==> src/logic/thi_pkg.sv <==
// Shared constants and types for the touch host I2C object port master.
// Assumes a 20 MHz core clock and an open-drain bus with external pull-ups.
package thi_pkg;

  // Device bus addresses selected by the device strap
  localparam logic [6:0] DEV_ADDR_LOW = 7'h4A;
  localparam logic [6:0] DEV_ADDR_HIGH = 7'h4B;

  // Checksum flag position in the pointer high byte
  localparam int PTR_FLAG_BIT = 7;

  // Ack bit values as driven on the ninth clock
  localparam logic BIT_ACK = 1'b0;
  localparam logic BIT_NACK = 1'b1;

  // Released level of an open-drain enable, used at reset
  localparam logic OE_RELEASE = 1'b1;
  localparam logic PIN_IDLE = 1'b1;

  // Bus timing: fast mode period, split into four quarters
  localparam int SCL_PERIOD_NS = 2500;
  localparam int CORE_PERIOD_NS = 50;
  localparam int QTR_CYCLES = (SCL_PERIOD_NS + 4 * CORE_PERIOD_NS - 1) / (4 * CORE_PERIOD_NS);

  // Default checksum polynomial and seed
  localparam logic [7:0] CRC_POLY_DEF = 8'h07;
  localparam logic [7:0] CRC_INIT_DEF = 8'h00;

  // Transaction kinds offered to the user
  typedef enum logic [1:0] {
    OP_WRITE = 2'b00,
    OP_READ = 2'b01,
    OP_MSGREAD = 2'b10
  } thi_op_e;

  // Bit engine operations and states
  typedef enum logic [1:0] {
    E_IDLE = 2'b00,
    E_START = 2'b01,
    E_STOP = 2'b10,
    E_BITS = 2'b11
  } thi_eng_e;

  // One user command
  typedef struct packed {
    thi_op_e op;
    logic [14:0] ptr;
    logic crc_en;
    logic [7:0] len;
    logic addr_high;
  } thi_cmd_s;

endpackage

==> src/logic/thi_bit_engine.sv <==
// Bit-level I2C master engine: START, STOP and nine-bit byte slots.
// Assumes SDA arrives already synchronised and the caller waits for done.
`timescale 1ns/100ps
module thi_bit_engine import thi_pkg::*; #(
  parameter int QTR = QTR_CYCLES
) (
  input wire logic i_core_clk, // Core clock
  input wire logic i_resetn, // Async reset, active low
  input wire logic i_req, // Start an operation
  input thi_eng_e i_op, // Operation kind
  input wire logic [8:0] i_tx, // Byte then ack bit, MSB first
  input wire logic i_sda, // Synchronised SDA level
  output logic o_done, // One-cycle completion pulse
  output logic [8:0] o_rx, // Sampled nine bits
  output logic o_line_lo, // Level driven when enabled
  output logic o_scl_oe_n, // SCL enable, low drives
  output logic o_sda_oe_n // SDA enable, low drives
);

  initial begin
    if (QTR < 2 || QTR > 255) $error("QTR out of range");
  end

  typedef struct packed {
    thi_eng_e st;
    logic [1:0] ph;
    logic [7:0] qc;
    logic [3:0] bitn;
    logic [8:0] sh;
    logic [8:0] rx;
    logic done;
    logic line_lo;
    logic scl_oe_n;
    logic sda_oe_n;
  } thi_eng_s;

  localparam thi_eng_s ENG_RST = '{st: E_IDLE, ph: 2'h0, qc: 8'h00, bitn: 4'h0,
    sh: 9'h1FF, rx: 9'h000, done: 1'b0, line_lo: 1'b0, scl_oe_n: OE_RELEASE,
    sda_oe_n: OE_RELEASE};
  localparam logic [7:0] QTR_LAST = 8'(QTR - 1);

  thi_eng_s r_reg, r_next;
  logic tick;

  // Line levels for each quarter: {scl_oe_n, sda_oe_n}, 1 releases
  function automatic logic [1:0] lines(thi_eng_e st, logic [1:0] ph, logic b, logic scl);
    logic [1:0] v;
    v = 2'b11;
    unique case (st)
      E_START: v = (ph == 2'h0) ? {scl, 1'b1} : (ph == 2'h1) ? 2'b11 :
                   (ph == 2'h2) ? 2'b10 : 2'b00;
      E_STOP: v = (ph == 2'h0) ? 2'b00 : (ph == 2'h1) ? 2'b10 : 2'b11;
      E_BITS: v = {(ph == 2'h1 || ph == 2'h2), b};
      E_IDLE: v = {scl, 1'b1};
    endcase
    return v;
  endfunction

  // Quarter sequencer
  always_comb begin
    r_next = r_reg;
    r_next.done = 1'b0;
    tick = (r_reg.qc == QTR_LAST);
    unique case (r_reg.st)
      E_IDLE: begin
        if (i_req) begin
          r_next.st = i_op;
          r_next.ph = 2'h0;
          r_next.qc = 8'h00;
          r_next.bitn = 4'h0;
          r_next.sh = i_tx;
          {r_next.scl_oe_n, r_next.sda_oe_n} = lines(i_op, 2'h0, i_tx[8], r_reg.scl_oe_n);
        end
      end
      default: begin
        r_next.qc = tick ? 8'h00 : r_reg.qc + 8'h01;
        if (tick) begin
          // Sample at the end of the second of the two quarters that SCL is high
          if (r_reg.st == E_BITS && r_reg.ph == 2'h2) r_next.rx = {r_reg.rx[7:0], i_sda};
          if (r_reg.ph == 2'h3) begin
            if (r_reg.st != E_BITS || r_reg.bitn == 4'h8) begin
              r_next.st = E_IDLE;
              r_next.done = 1'b1;
            end else begin
              r_next.bitn = r_reg.bitn + 4'h1;
              r_next.sh = {r_reg.sh[7:0], 1'b1};
              r_next.ph = 2'h0;
              {r_next.scl_oe_n, r_next.sda_oe_n} = lines(E_BITS, 2'h0, r_reg.sh[7],
                                                          r_reg.scl_oe_n);
            end
          end else begin
            r_next.ph = r_reg.ph + 2'h1;
            {r_next.scl_oe_n, r_next.sda_oe_n} = lines(r_reg.st, r_reg.ph + 2'h1,
                                                        r_reg.sh[8], r_reg.scl_oe_n);
          end
        end
      end
    endcase
  end

  // State register
  always_ff @(posedge i_core_clk or negedge i_resetn) begin
    if (!i_resetn) r_reg <= ENG_RST;
    else r_reg <= r_next;
  end

  assign o_done = r_reg.done;
  assign o_rx = r_reg.rx;
  assign o_line_lo = r_reg.line_lo;
  assign o_scl_oe_n = r_reg.scl_oe_n;
  assign o_sda_oe_n = r_reg.sda_oe_n;

endmodule // thi_bit_engine

==> src/logic/thi_host_port.sv <==
// Host-side master for a touch controller object port over I2C.
// Assumes external pull-ups on SCL, SDA and the message-pending line.
`timescale 1ns/100ps
module thi_host_port import thi_pkg::*; #(
  parameter int QTR = QTR_CYCLES,
  parameter logic [7:0] CRC_POLY = CRC_POLY_DEF,
  parameter logic [7:0] CRC_INIT = CRC_INIT_DEF
) (
  input wire logic i_core_clk, // Core clock, 20 MHz
  input wire logic i_resetn, // Async reset, active low
  input wire logic i_cmd_valid, // Command offered
  input thi_cmd_s i_cmd, // Command fields
  input wire logic i_wr_valid, // Write byte offered
  input wire logic [7:0] i_wr_data, // Write byte
  input wire logic i_sda_in, // SDA pin level
  input wire logic i_message_pending_n, // Pending pin level
  output logic o_cmd_ready, // Idle, command accepted
  output logic o_wr_ready, // Write byte accepted
  output logic o_done, // Transaction finished pulse
  output logic o_nack_err, // Device refused a byte
  output logic o_rd_valid, // Read byte pulse
  output logic [7:0] o_rd_data, // Read byte
  output logic o_rd_last, // Last byte of the read
  output logic [7:0] o_msg_count, // Count from the last message read
  output logic o_msg_pending, // Synchronised pending level
  output logic o_scl_out, // SCL drive level
  output logic o_scl_oe_n, // SCL enable, low drives
  output logic o_sda_out, // SDA drive level
  output logic o_sda_oe_n // SDA enable, low drives
);

  initial begin
    if (QTR < 2 || QTR > 255) $error("QTR out of range");
  end

  typedef enum logic [3:0] {
    S_IDLE = 4'b0000,
    S_START = 4'b0001,
    S_SLA_W = 4'b0010,
    S_PTR_LO = 4'b0011,
    S_PTR_HI = 4'b0100,
    S_WAIT_DATA = 4'b0101,
    S_DATA = 4'b0110,
    S_CRC = 4'b0111,
    S_STOP = 4'b1000,
    S_SLA_R = 4'b1001,
    S_RCOUNT = 4'b1010,
    S_RBYTE = 4'b1011
  } thi_main_e;

  typedef struct packed {
    thi_main_e st;
    logic pend;
    logic eng_req;
    thi_eng_e eng_op;
    logic [8:0] eng_tx;
    thi_cmd_s cmd;
    logic rd_phase;
    logic dummy;
    logic [15:0] cnt;
    logic [7:0] crc;
    logic [7:0] wbyte;
    logic cmd_ready;
    logic wr_ready;
    logic done;
    logic nack_err;
    logic rd_valid;
    logic [7:0] rd_data;
    logic rd_last;
    logic [7:0] msg_count;
    logic pend_s1;
    logic pend_s2;
    logic pend_out;
    logic sda_s1;
    logic sda_s2;
  } thi_main_s;

  localparam thi_main_s MAIN_RST = '{st: S_IDLE, eng_op: E_IDLE, cmd: '0,
    pend_s1: PIN_IDLE, pend_s2: PIN_IDLE, sda_s1: PIN_IDLE, sda_s2: PIN_IDLE, default: '0};

  thi_main_s r_reg, r_next;
  logic eng_done;
  logic [8:0] eng_rx;
  thi_eng_e op;
  logic [8:0] tx;
  logic eng_state;
  logic dev_nack;

  // Seven-bit device address from the strap setting
  function automatic logic [6:0] dev_addr(logic high);
    return high ? DEV_ADDR_HIGH : DEV_ADDR_LOW;
  endfunction

  // One byte through the CRC, MSB first
  function automatic logic [7:0] crc8(logic [7:0] c, logic [7:0] d);
    logic [7:0] v;
    v = c ^ d;
    for (int i = 0; i < 8; i++) v = v[7] ? ({v[6:0], 1'b0} ^ CRC_POLY) : {v[6:0], 1'b0};
    return v;
  endfunction

  // Message bytes to read after the count byte
  function automatic logic [15:0] msg_total(logic [7:0] n, logic [7:0] size, logic crc);
    logic [7:0] per;
    per = (crc || size == 8'h00) ? size : size - 8'h01;
    return 16'(n * per);
  endfunction

  // Transaction sequencer
  always_comb begin
    r_next = r_reg;
    r_next.eng_req = 1'b0;
    r_next.done = 1'b0;
    r_next.rd_valid = 1'b0;
    r_next.rd_last = 1'b0;
    r_next.pend_s1 = i_message_pending_n;
    r_next.pend_s2 = r_reg.pend_s1;
    r_next.pend_out = !r_reg.pend_s2;
    r_next.sda_s1 = i_sda_in;
    r_next.sda_s2 = r_reg.sda_s1;
    op = E_BITS;
    tx = {8'hFF, BIT_NACK};
    eng_state = 1'b1;
    dev_nack = eng_rx[0];
    // Bus operation for the current step
    unique case (r_reg.st)
      S_START: op = E_START;
      S_STOP: op = E_STOP;
      S_SLA_W: tx = {dev_addr(r_reg.cmd.addr_high), 1'b0, BIT_NACK};
      S_SLA_R: tx = {dev_addr(r_reg.cmd.addr_high), 1'b1, BIT_NACK};
      S_PTR_LO: tx = {r_reg.cmd.ptr[7:0], BIT_NACK};
      S_PTR_HI: tx = {r_reg.cmd.crc_en && r_reg.cmd.op != OP_READ,
                      r_reg.cmd.ptr[14:8], BIT_NACK};
      S_DATA: tx = {r_reg.wbyte, BIT_NACK};
      S_CRC: tx = {r_reg.crc, BIT_NACK};
      S_RCOUNT: tx = {8'hFF, BIT_ACK};
      S_RBYTE: tx = {8'hFF, (r_reg.cnt == 16'h0001) ? BIT_NACK : BIT_ACK};
      default: eng_state = 1'b0;
    endcase
    if (eng_state && !r_reg.pend) begin
      r_next.eng_req = 1'b1;
      r_next.pend = 1'b1;
      r_next.eng_op = op;
      r_next.eng_tx = tx;
    end
    // Step advance
    if (r_reg.st == S_IDLE) begin
      r_next.cmd_ready = 1'b1;
      if (i_cmd_valid && r_reg.cmd_ready) begin
        r_next.cmd = i_cmd;
        r_next.cmd_ready = 1'b0;
        r_next.nack_err = 1'b0;
        r_next.rd_phase = 1'b0;
        r_next.st = S_START;
      end
    end else if (r_reg.st == S_WAIT_DATA) begin
      if (i_wr_valid && r_reg.wr_ready) begin
        r_next.wbyte = i_wr_data;
        r_next.wr_ready = 1'b0;
        r_next.st = S_DATA;
      end
    end else if (r_reg.pend && eng_done) begin
      r_next.pend = 1'b0;
      unique case (r_reg.st)
        S_START: r_next.st = r_reg.rd_phase ? S_SLA_R : S_SLA_W;
        S_STOP: begin
          if (r_reg.cmd.op != OP_WRITE && !r_reg.rd_phase && !r_reg.nack_err) begin
            r_next.rd_phase = 1'b1;
            r_next.st = S_START;
          end else begin
            r_next.done = 1'b1;
            r_next.st = S_IDLE;
          end
        end
        S_SLA_W, S_PTR_LO, S_PTR_HI, S_DATA, S_CRC, S_SLA_R: begin
          if (dev_nack) begin
            r_next.nack_err = 1'b1;
            r_next.st = S_STOP;
          end else begin
            unique case (r_reg.st)
              S_SLA_W: begin
                r_next.crc = CRC_INIT;
                r_next.st = S_PTR_LO;
              end
              S_PTR_LO: begin
                r_next.crc = crc8(r_reg.crc, r_reg.eng_tx[8:1]);
                r_next.st = S_PTR_HI;
              end
              S_PTR_HI: begin
                r_next.crc = crc8(r_reg.crc, r_reg.eng_tx[8:1]);
                if (r_reg.cmd.op != OP_WRITE) r_next.st = S_STOP;
                else if (r_reg.cmd.len == 8'h00) begin
                  r_next.st = r_reg.cmd.crc_en ? S_CRC : S_STOP;
                end else begin
                  r_next.cnt = {8'h00, r_reg.cmd.len};
                  r_next.wr_ready = 1'b1;
                  r_next.st = S_WAIT_DATA;
                end
              end
              S_DATA: begin
                r_next.crc = crc8(r_reg.crc, r_reg.wbyte);
                r_next.cnt = r_reg.cnt - 16'h0001;
                if (r_reg.cnt == 16'h0001) begin
                  r_next.st = r_reg.cmd.crc_en ? S_CRC : S_STOP;
                end else begin
                  r_next.wr_ready = 1'b1;
                  r_next.st = S_WAIT_DATA;
                end
              end
              S_CRC: r_next.st = S_STOP;
              default: begin
                r_next.dummy = (r_reg.cmd.op == OP_READ) && (r_reg.cmd.len == 8'h00);
                r_next.cnt = (r_reg.cmd.len == 8'h00) ? 16'h0001 : {8'h00, r_reg.cmd.len};
                r_next.st = (r_reg.cmd.op == OP_MSGREAD) ? S_RCOUNT : S_RBYTE;
              end
            endcase
          end
        end
        S_RCOUNT: begin
          r_next.msg_count = eng_rx[8:1];
          if (msg_total(eng_rx[8:1], r_reg.cmd.len, r_reg.cmd.crc_en) == 16'h0000) begin
            r_next.dummy = 1'b1; // Fetches the invalid report and closes
            r_next.cnt = 16'h0001;
          end else begin
            r_next.dummy = 1'b0;
            r_next.cnt = msg_total(eng_rx[8:1], r_reg.cmd.len, r_reg.cmd.crc_en);
          end
          r_next.st = S_RBYTE;
        end
        S_RBYTE: begin
          r_next.rd_valid = !r_reg.dummy;
          r_next.rd_data = eng_rx[8:1];
          r_next.rd_last = (r_reg.cnt == 16'h0001);
          r_next.cnt = r_reg.cnt - 16'h0001;
          if (r_reg.cnt == 16'h0001) r_next.st = S_STOP;
        end
        default: r_next.st = S_IDLE;
      endcase
    end
  end

  // State register
  always_ff @(posedge i_core_clk or negedge i_resetn) begin
    if (!i_resetn) r_reg <= MAIN_RST;
    else r_reg <= r_next;
  end

  // Bit engine on the shared core clock
  thi_bit_engine #(.QTR(QTR)) u_eng (
    .i_core_clk(i_core_clk),
    .i_resetn(i_resetn),
    .i_req(r_reg.eng_req),
    .i_op(r_reg.eng_op),
    .i_tx(r_reg.eng_tx),
    .i_sda(r_reg.sda_s2),
    .o_done(eng_done),
    .o_rx(eng_rx),
    .o_line_lo(o_scl_out),
    .o_scl_oe_n(o_scl_oe_n),
    .o_sda_oe_n(o_sda_oe_n)
  );

  // User-side outputs, all registered
  assign o_sda_out = o_scl_out;
  assign o_cmd_ready = r_reg.cmd_ready;
  assign o_wr_ready = r_reg.wr_ready;
  assign o_done = r_reg.done;
  assign o_nack_err = r_reg.nack_err;
  assign o_rd_valid = r_reg.rd_valid;
  assign o_rd_data = r_reg.rd_data;
  assign o_rd_last = r_reg.rd_last;
  assign o_msg_count = r_reg.msg_count;
  assign o_msg_pending = r_reg.pend_out;
endmodule // thi_host_port

==> config.mk <==
export PLATFORM = sky130hd
export DESIGN_NAME = thi_host_port
export DESIGN_NICKNAME = d
export VERILOG_FILES = /design/src/logic/thi_pkg.sv /design/src/logic/thi_bit_engine.sv /design/src/logic/thi_host_port.sv
export SDC_FILE = /design/constraint.sdc
export NUM_CORES = 1
export LEC_CHECK = 0
export BUFFER_PORTS_ARGS = -buffer_cell sky130_fd_sc_hd__buf_4
export CAP_MARGIN = 40
export CORE_MARGIN = 5
export CORE_UTILIZATION = 45
export CTS_CLUSTER_SIZE = 12
export DETAILED_ROUTE_END_ITERATION = 16
export PLACE_DENSITY = 0.67
export SETUP_SLACK_MARGIN = 0.5
export SLEW_MARGIN = 10
export SYNTH_ARGS = -nofsm -noshare
export SYNTH_HDL_FRONTEND = slang
export SYNTH_HIERARCHICAL = 1
export SYNTH_SLANG_ARGS = --single-unit
==> constraint.sdc <==
create_clock -name i_core_clk -period 7.8 [get_ports i_core_clk]
set_input_delay 1.56 -clock i_core_clk [delete_from_list [all_inputs] [get_ports i_core_clk]]
set_output_delay 1.56 -clock i_core_clk [all_outputs]
set_load 0.02 [all_outputs]
### Word level (Yosys, flattened, before mapping)

Cells that the tools add are included.

* output and inout bits: 27
* memories kept: 0
* bits in latches: 0
* word-level logic and storage cells: 279
* register bits after elaboration: 142
* RAM bits: 0
* ROM bits: 0

* multiply operators: 1
* add/subtract/negate cells: 5
* shift operators: 0
* eq/ne operators: 47
* $lt $le $gt $ge: 0
* divide/modulo/power cells: 0
* mux-type cells: 106
* reduce and logical (&&, ||, !) cells: 61
* bitwise operators: 22

Operators by type and width (number)
* $pmux 16 s3: 2
* $mux 25: 3
* $pmux 9 s8: 1
* $mux 26: 2
* $mux 3: 16
* $mux 4: 12
* $not 3->3: 16
* $mux 8: 5
* $pmux 4 s5: 2
* $mux 13: 3
* $mux 16: 2
* $mux 1: 31
* $mux 2: 13
* $pmux 8 s3: 1
* $reduce_bool 2->1: 12
* $mux 23: 1
* $mux 21: 1
* $eq 4x4->1 const B: 5
* $mux 20: 1
* $reduce_and 4->1: 5
* $mux 18: 1
* $ne 2x2->1 const B: 9
* $ne 3x3->1 const B: 6
* $mux 17: 1
* 44 further kinds: 91

### Logic depth before layout (Yosys ltp)

* word-level depth: 23
* mapped depth: 22

### Hierarchy

The synthesis kept the hierarchy.

By module, submodules not included
* thi_host_port: area an instance 8231.6 sq um, cells an instance 933, instances 1
* thi_bit_engine: area an instance 2128.3 sq um, cells an instance 188, instances 1

### Worst setup path after synthesis

OpenSTA, ideal clock, no wires.

* path kind: register to register
* from: register r_reg[66] (netlist bit)
* to: register r_reg[59] (netlist bit)
* buffers on the path: 0
* path slack: 2.153 ns
* period minus slack after synthesis: 5.647 ns
* data arrival time: 5.555 ns
* stages on the path, launching flop included: 22
* cells stage by stage: dfrtp_1 -> nor4_4 -> a41oi_4 -> nand2_1 -> xor2_1 -> nor2b_1 -> fa_1 -> inv_1 -> fa_1 -> inv_1 -> fa_1 -> inv_1 -> fa_1 -> inv_1 -> ha_1 -> and2_1 -> a221o_1 -> o2111ai_1 -> nand2_1 -> a311oi_1 -> nand2_1 -> o31ai_2

* word-level cells in the longest chain between the ends: 7
* elaborated cells between the ends (all ways): 11

RTL lines
* from (decl): line thi_host_port.sv:81 `thi_main_s r_reg, r_next;`
* from (signal assigned): line thi_host_port.sv:245 `else r_reg <= r_next;`
* parallel branches: the longest is 6 deep, another holds $mul 8x8->16
* $pmux 1 s2 *: line thi_host_port.sv:164 `unique case (r_reg.st)`

Every way passes the cells marked *. The select of a mux whose other input is x is not followed.
A chain may end at the register's enable or synchronous reset.

### Final worst setup path

* from: register r_reg[62] (netlist bit)
* to: register r_reg[59] (netlist bit)

Same word-level chain as after synthesis.

==> flow_metrics.py <==
metrics = {
    "clock_network": {
        "cts_buffers": 17,
        "clockRootBuffer": "clkbuf_16",
        "clock_latency_ns": 0.43,
        "cts_hold_repair.buffers": 0,
        "post_cts_resized": 0,
        "h-tree-depth": 4,
        "cts_tree": "done",
        "cts_post_setup_buffers_inserted": 0,
        "path_clk_slew_ns": 0.07,
        "clock_sinks": 142,
        "cts.path.max_buffers": 2,
    },
    "cells_and_area": {
        "drive_gt1_frac": 0.165,
        "seqCellArea_sq_um": 3570,
        "nets": 1272,
        "stdcell_count": 1447,
        "fillers": 2082,
        "largest_reg_flops": 80,
        "multi_input_area_sq_um": 6100,
        "n_antenna_cell": 0,
        "area_delta_synth_final_pct": 11.2,
    },
    "power": {
        "cellLeakagePower_nw": 5.34,
        "power.density_nw_per_um2": 136,
        "vdd_drop_max_mv": 0.126,
    },
    "timing": {
        "hold_viol": 0,
        "relSlewSlack": 0.408,
        "slew_viol_final": 0,
        "setup_violations": 0,
        "fin_crit_ns": 6.37,
        "tightest_slew_ns": 0.884,
        "setup_tns_ns": 0,
        "rsz0062_at_grt": "false",
        "finalWorstSetupSlack_ns": 1.43,
        "finalCritPeriodShare": 0.817,
        "fmax_ghz": 0.157,
        "clock_skew_ns": 0.0209,
    },
    "placed_design": {
        "io_buffers": 65,
        "place.gp.congestion": 0.927,
        "place_inst": 1415,
        "dp_slack_ns": 1.47,
        "hpwl_mm": 18.7,
    },
    "setup_path": {
        "crit_arrival_ns": 6.69,
        "path_class": "reg2reg",
        "worstPathRequired_ns": 8.12,
        "crit_path_max_fanout": 8,
        "setup.worst_path.start_class": "flop",
        "cp-end-kind": "flop",
    },
    "drt": {
        "dr.first_iter.drc_count": 906,
        "vias_per_cell": 5.77,
        "ant_nets": 0,
        "drt-total-wl_mm": 25.4,
        "num_vias": 8356,
        "drcViolationCount": 0,
        "drtPass1Iterations": 7,
        "wl_per_cell_um": 17.6,
    },
    "floorplan": {
        "die_height_um": 162,
        "num_io_pins": 68,
        "die_area_sq_um": 26200,
        "rows": 55,
        "core_sq_um": 22600,
        "initial_core_util": 0.458,
        "fp.dieW_um": 162,
    },
    "yosys": {
        "ys_warn_count": 6,
        "netlist_area_sq_um": 10400,
        "post-synth-top-count-cell": "nand2_1",
        "yosysTopAreaCell": "dfrtp_1",
        "synth_top_area_share": 0.307,
        "synth_edf_count": 0,
        "synth_ff_type": "dfrtp_1",
        "synth_nets": 1244,
        "synth_area_leaders": "dfrtp_1, fa_1, ha_1",
        "seq_area_frac_synth": 0.345,
        "synth.distinct_cells": 84,
        "synthArstFlopShare": 1.00,
        "synth_common_cells": "nand2_1, dfrtp_1, inv_1, nor2_1, a21oi_1",
        "ys_ff_latch": 142,
        "avgSynthCellArea_sq_um": 9.24,
        "synth_cells": 1121,
    },
    "grt": {
        "grt_overflow": 0,
        "antenna_found_initial": 0,
        "grtUsageTotal": 0.199,
        "grt_max_degree": 77,
        "grt_pass1_vias": 8314,
        "grt_pass1_wl_mm": 43.0,
    },
    "status": {
        "status": "completed",
    },
    "hold_path": {
        "hold_path_class": "reg2reg",
    },
    "run": {
        "maxCapViolations": 0,
    },
}
[through the flow]
| stage | hold slack (ns) | util | instance area (sq um) | total power [mW] |
|---|---|---|---|---|
| 2_1_floorplan | 0.345 | - | 10400 | 0.760 |
| 3_3_place_gp | 0.347 | 0.479 | 10900 | 0.792 |
| 3_5_place_dp | 0.349 | 0.484 | 11000 | 0.794 |
| 4_1_cts | 0.360 | 0.509 | 11500 | 1.58 |
| 5_1_grt | 0.361 | 0.509 | 11500 | 1.62 |
| 6_report | 0.359 | 0.509 | 11500 | 1.56 |
[critical path, cell delays in order (launching register included)]
cell and delay [ns]:
dfrtp_1 0.45, inv_1 0.11, ha_1 0.31, a41oi_4 0.33, nand2_1 0.11, xor2_1 0.49, nor2b_1 0.15, fa_1 0.55
inv_1 0.06, fa_1 0.53, inv_1 0.05, fa_1 0.47, inv_1 0.05, fa_1 0.47, inv_1 0.04, ha_1 0.35
and2_1 0.21, a221o_1 0.35, o2111ai_1 0.27, nand2_1 0.10, a311oi_1 0.42, nand2_1 0.16, o31ai_2 0.25
[placed cells by master (no fill, tap or decap), types with 36 or more instances in the layout]
| cell type | count |
|---|---|
| ha_1 | 46 |
| dfrtp_1 | 127 |
| nor2b_1 | 51 |
| inv_1 | 76 |
| a21oi_1 | 56 |
| nand2_1 | 133 |
| nor2_1 | 76 |
| buf_4 | 73 |
| xnor2_1 | 41 |
| o21ai_0 | 54 |
| mux2_2 | 36 |
| fa_1 | 36 |
[per-layer routing]
metal | routed length (um) | global-route usage | up-vias
li1 | - | - | 3915
met1 | 12500 | 0.300 | 4112
met2 | 11100 | 0.300 | 284
met3 | 1390 | 0.0348 | 45
met4 | 346 | 0.0461 | 0
met5 | 0 | 0 | -
[report_power, final]
part           leakage [nW]  switching (mW)  internal (mW)
Clock                 0.282           0.356          0.428
Combinational          3.26          0.0215         0.0169
Sequential             1.80         0.00166          0.739
Total                  5.34           0.379           1.18
[cell families after synthesis]
family | count (synthesis) | synth area share
AO/OA/AOI/OAI | 230 | 0.150
XOR/XNOR | 59 | 0.0506
adder cells (fa/ha/maj) | 82 | 0.125
buffers and inverters | 146 | 0.0673
flip-flops | 142 | 0.345
multiplexers | 58 | 0.0644
other | 1 | 0.000362
AND/OR/NAND/NOR | 403 | 0.197
[layout make-up]
type                    instances  area share
repair buffers                 79      0.0564
clock inverters                14      0.0106
clock buffers                  18      0.0381
well taps                     285      0.0309
inverters                      76      0.0248
flip-flops and latches        142       0.310
multi-input cells             833       0.529
[worst paths after layout]
check	from	to	slack, ns	cells past startpoint
min in group asynchronous	i_resetn	r_reg[57]$_DFFE_PN0P_	1.16	1
hold / removal	r_next[3]$_DFF_PN1_	r_reg[3]$_DFF_PN1_	0.36	0
max in group asynchronous	i_resetn	r_next[0]$_DFF_PN1_	5.62	3
setup reg to reg	r_reg[62]$_DFFE_PN0P_	r_reg[59]$_DFFE_PN0P_	1.43	22
setup / recovery	r_reg[62]$_DFFE_PN0P_	r_reg[59]$_DFFE_PN0P_	1.43	22
hold reg to reg	r_next[3]$_DFF_PN1_	r_reg[3]$_DFF_PN1_	0.36	0
Note: power is estimated with default switching activity, not from simulation.
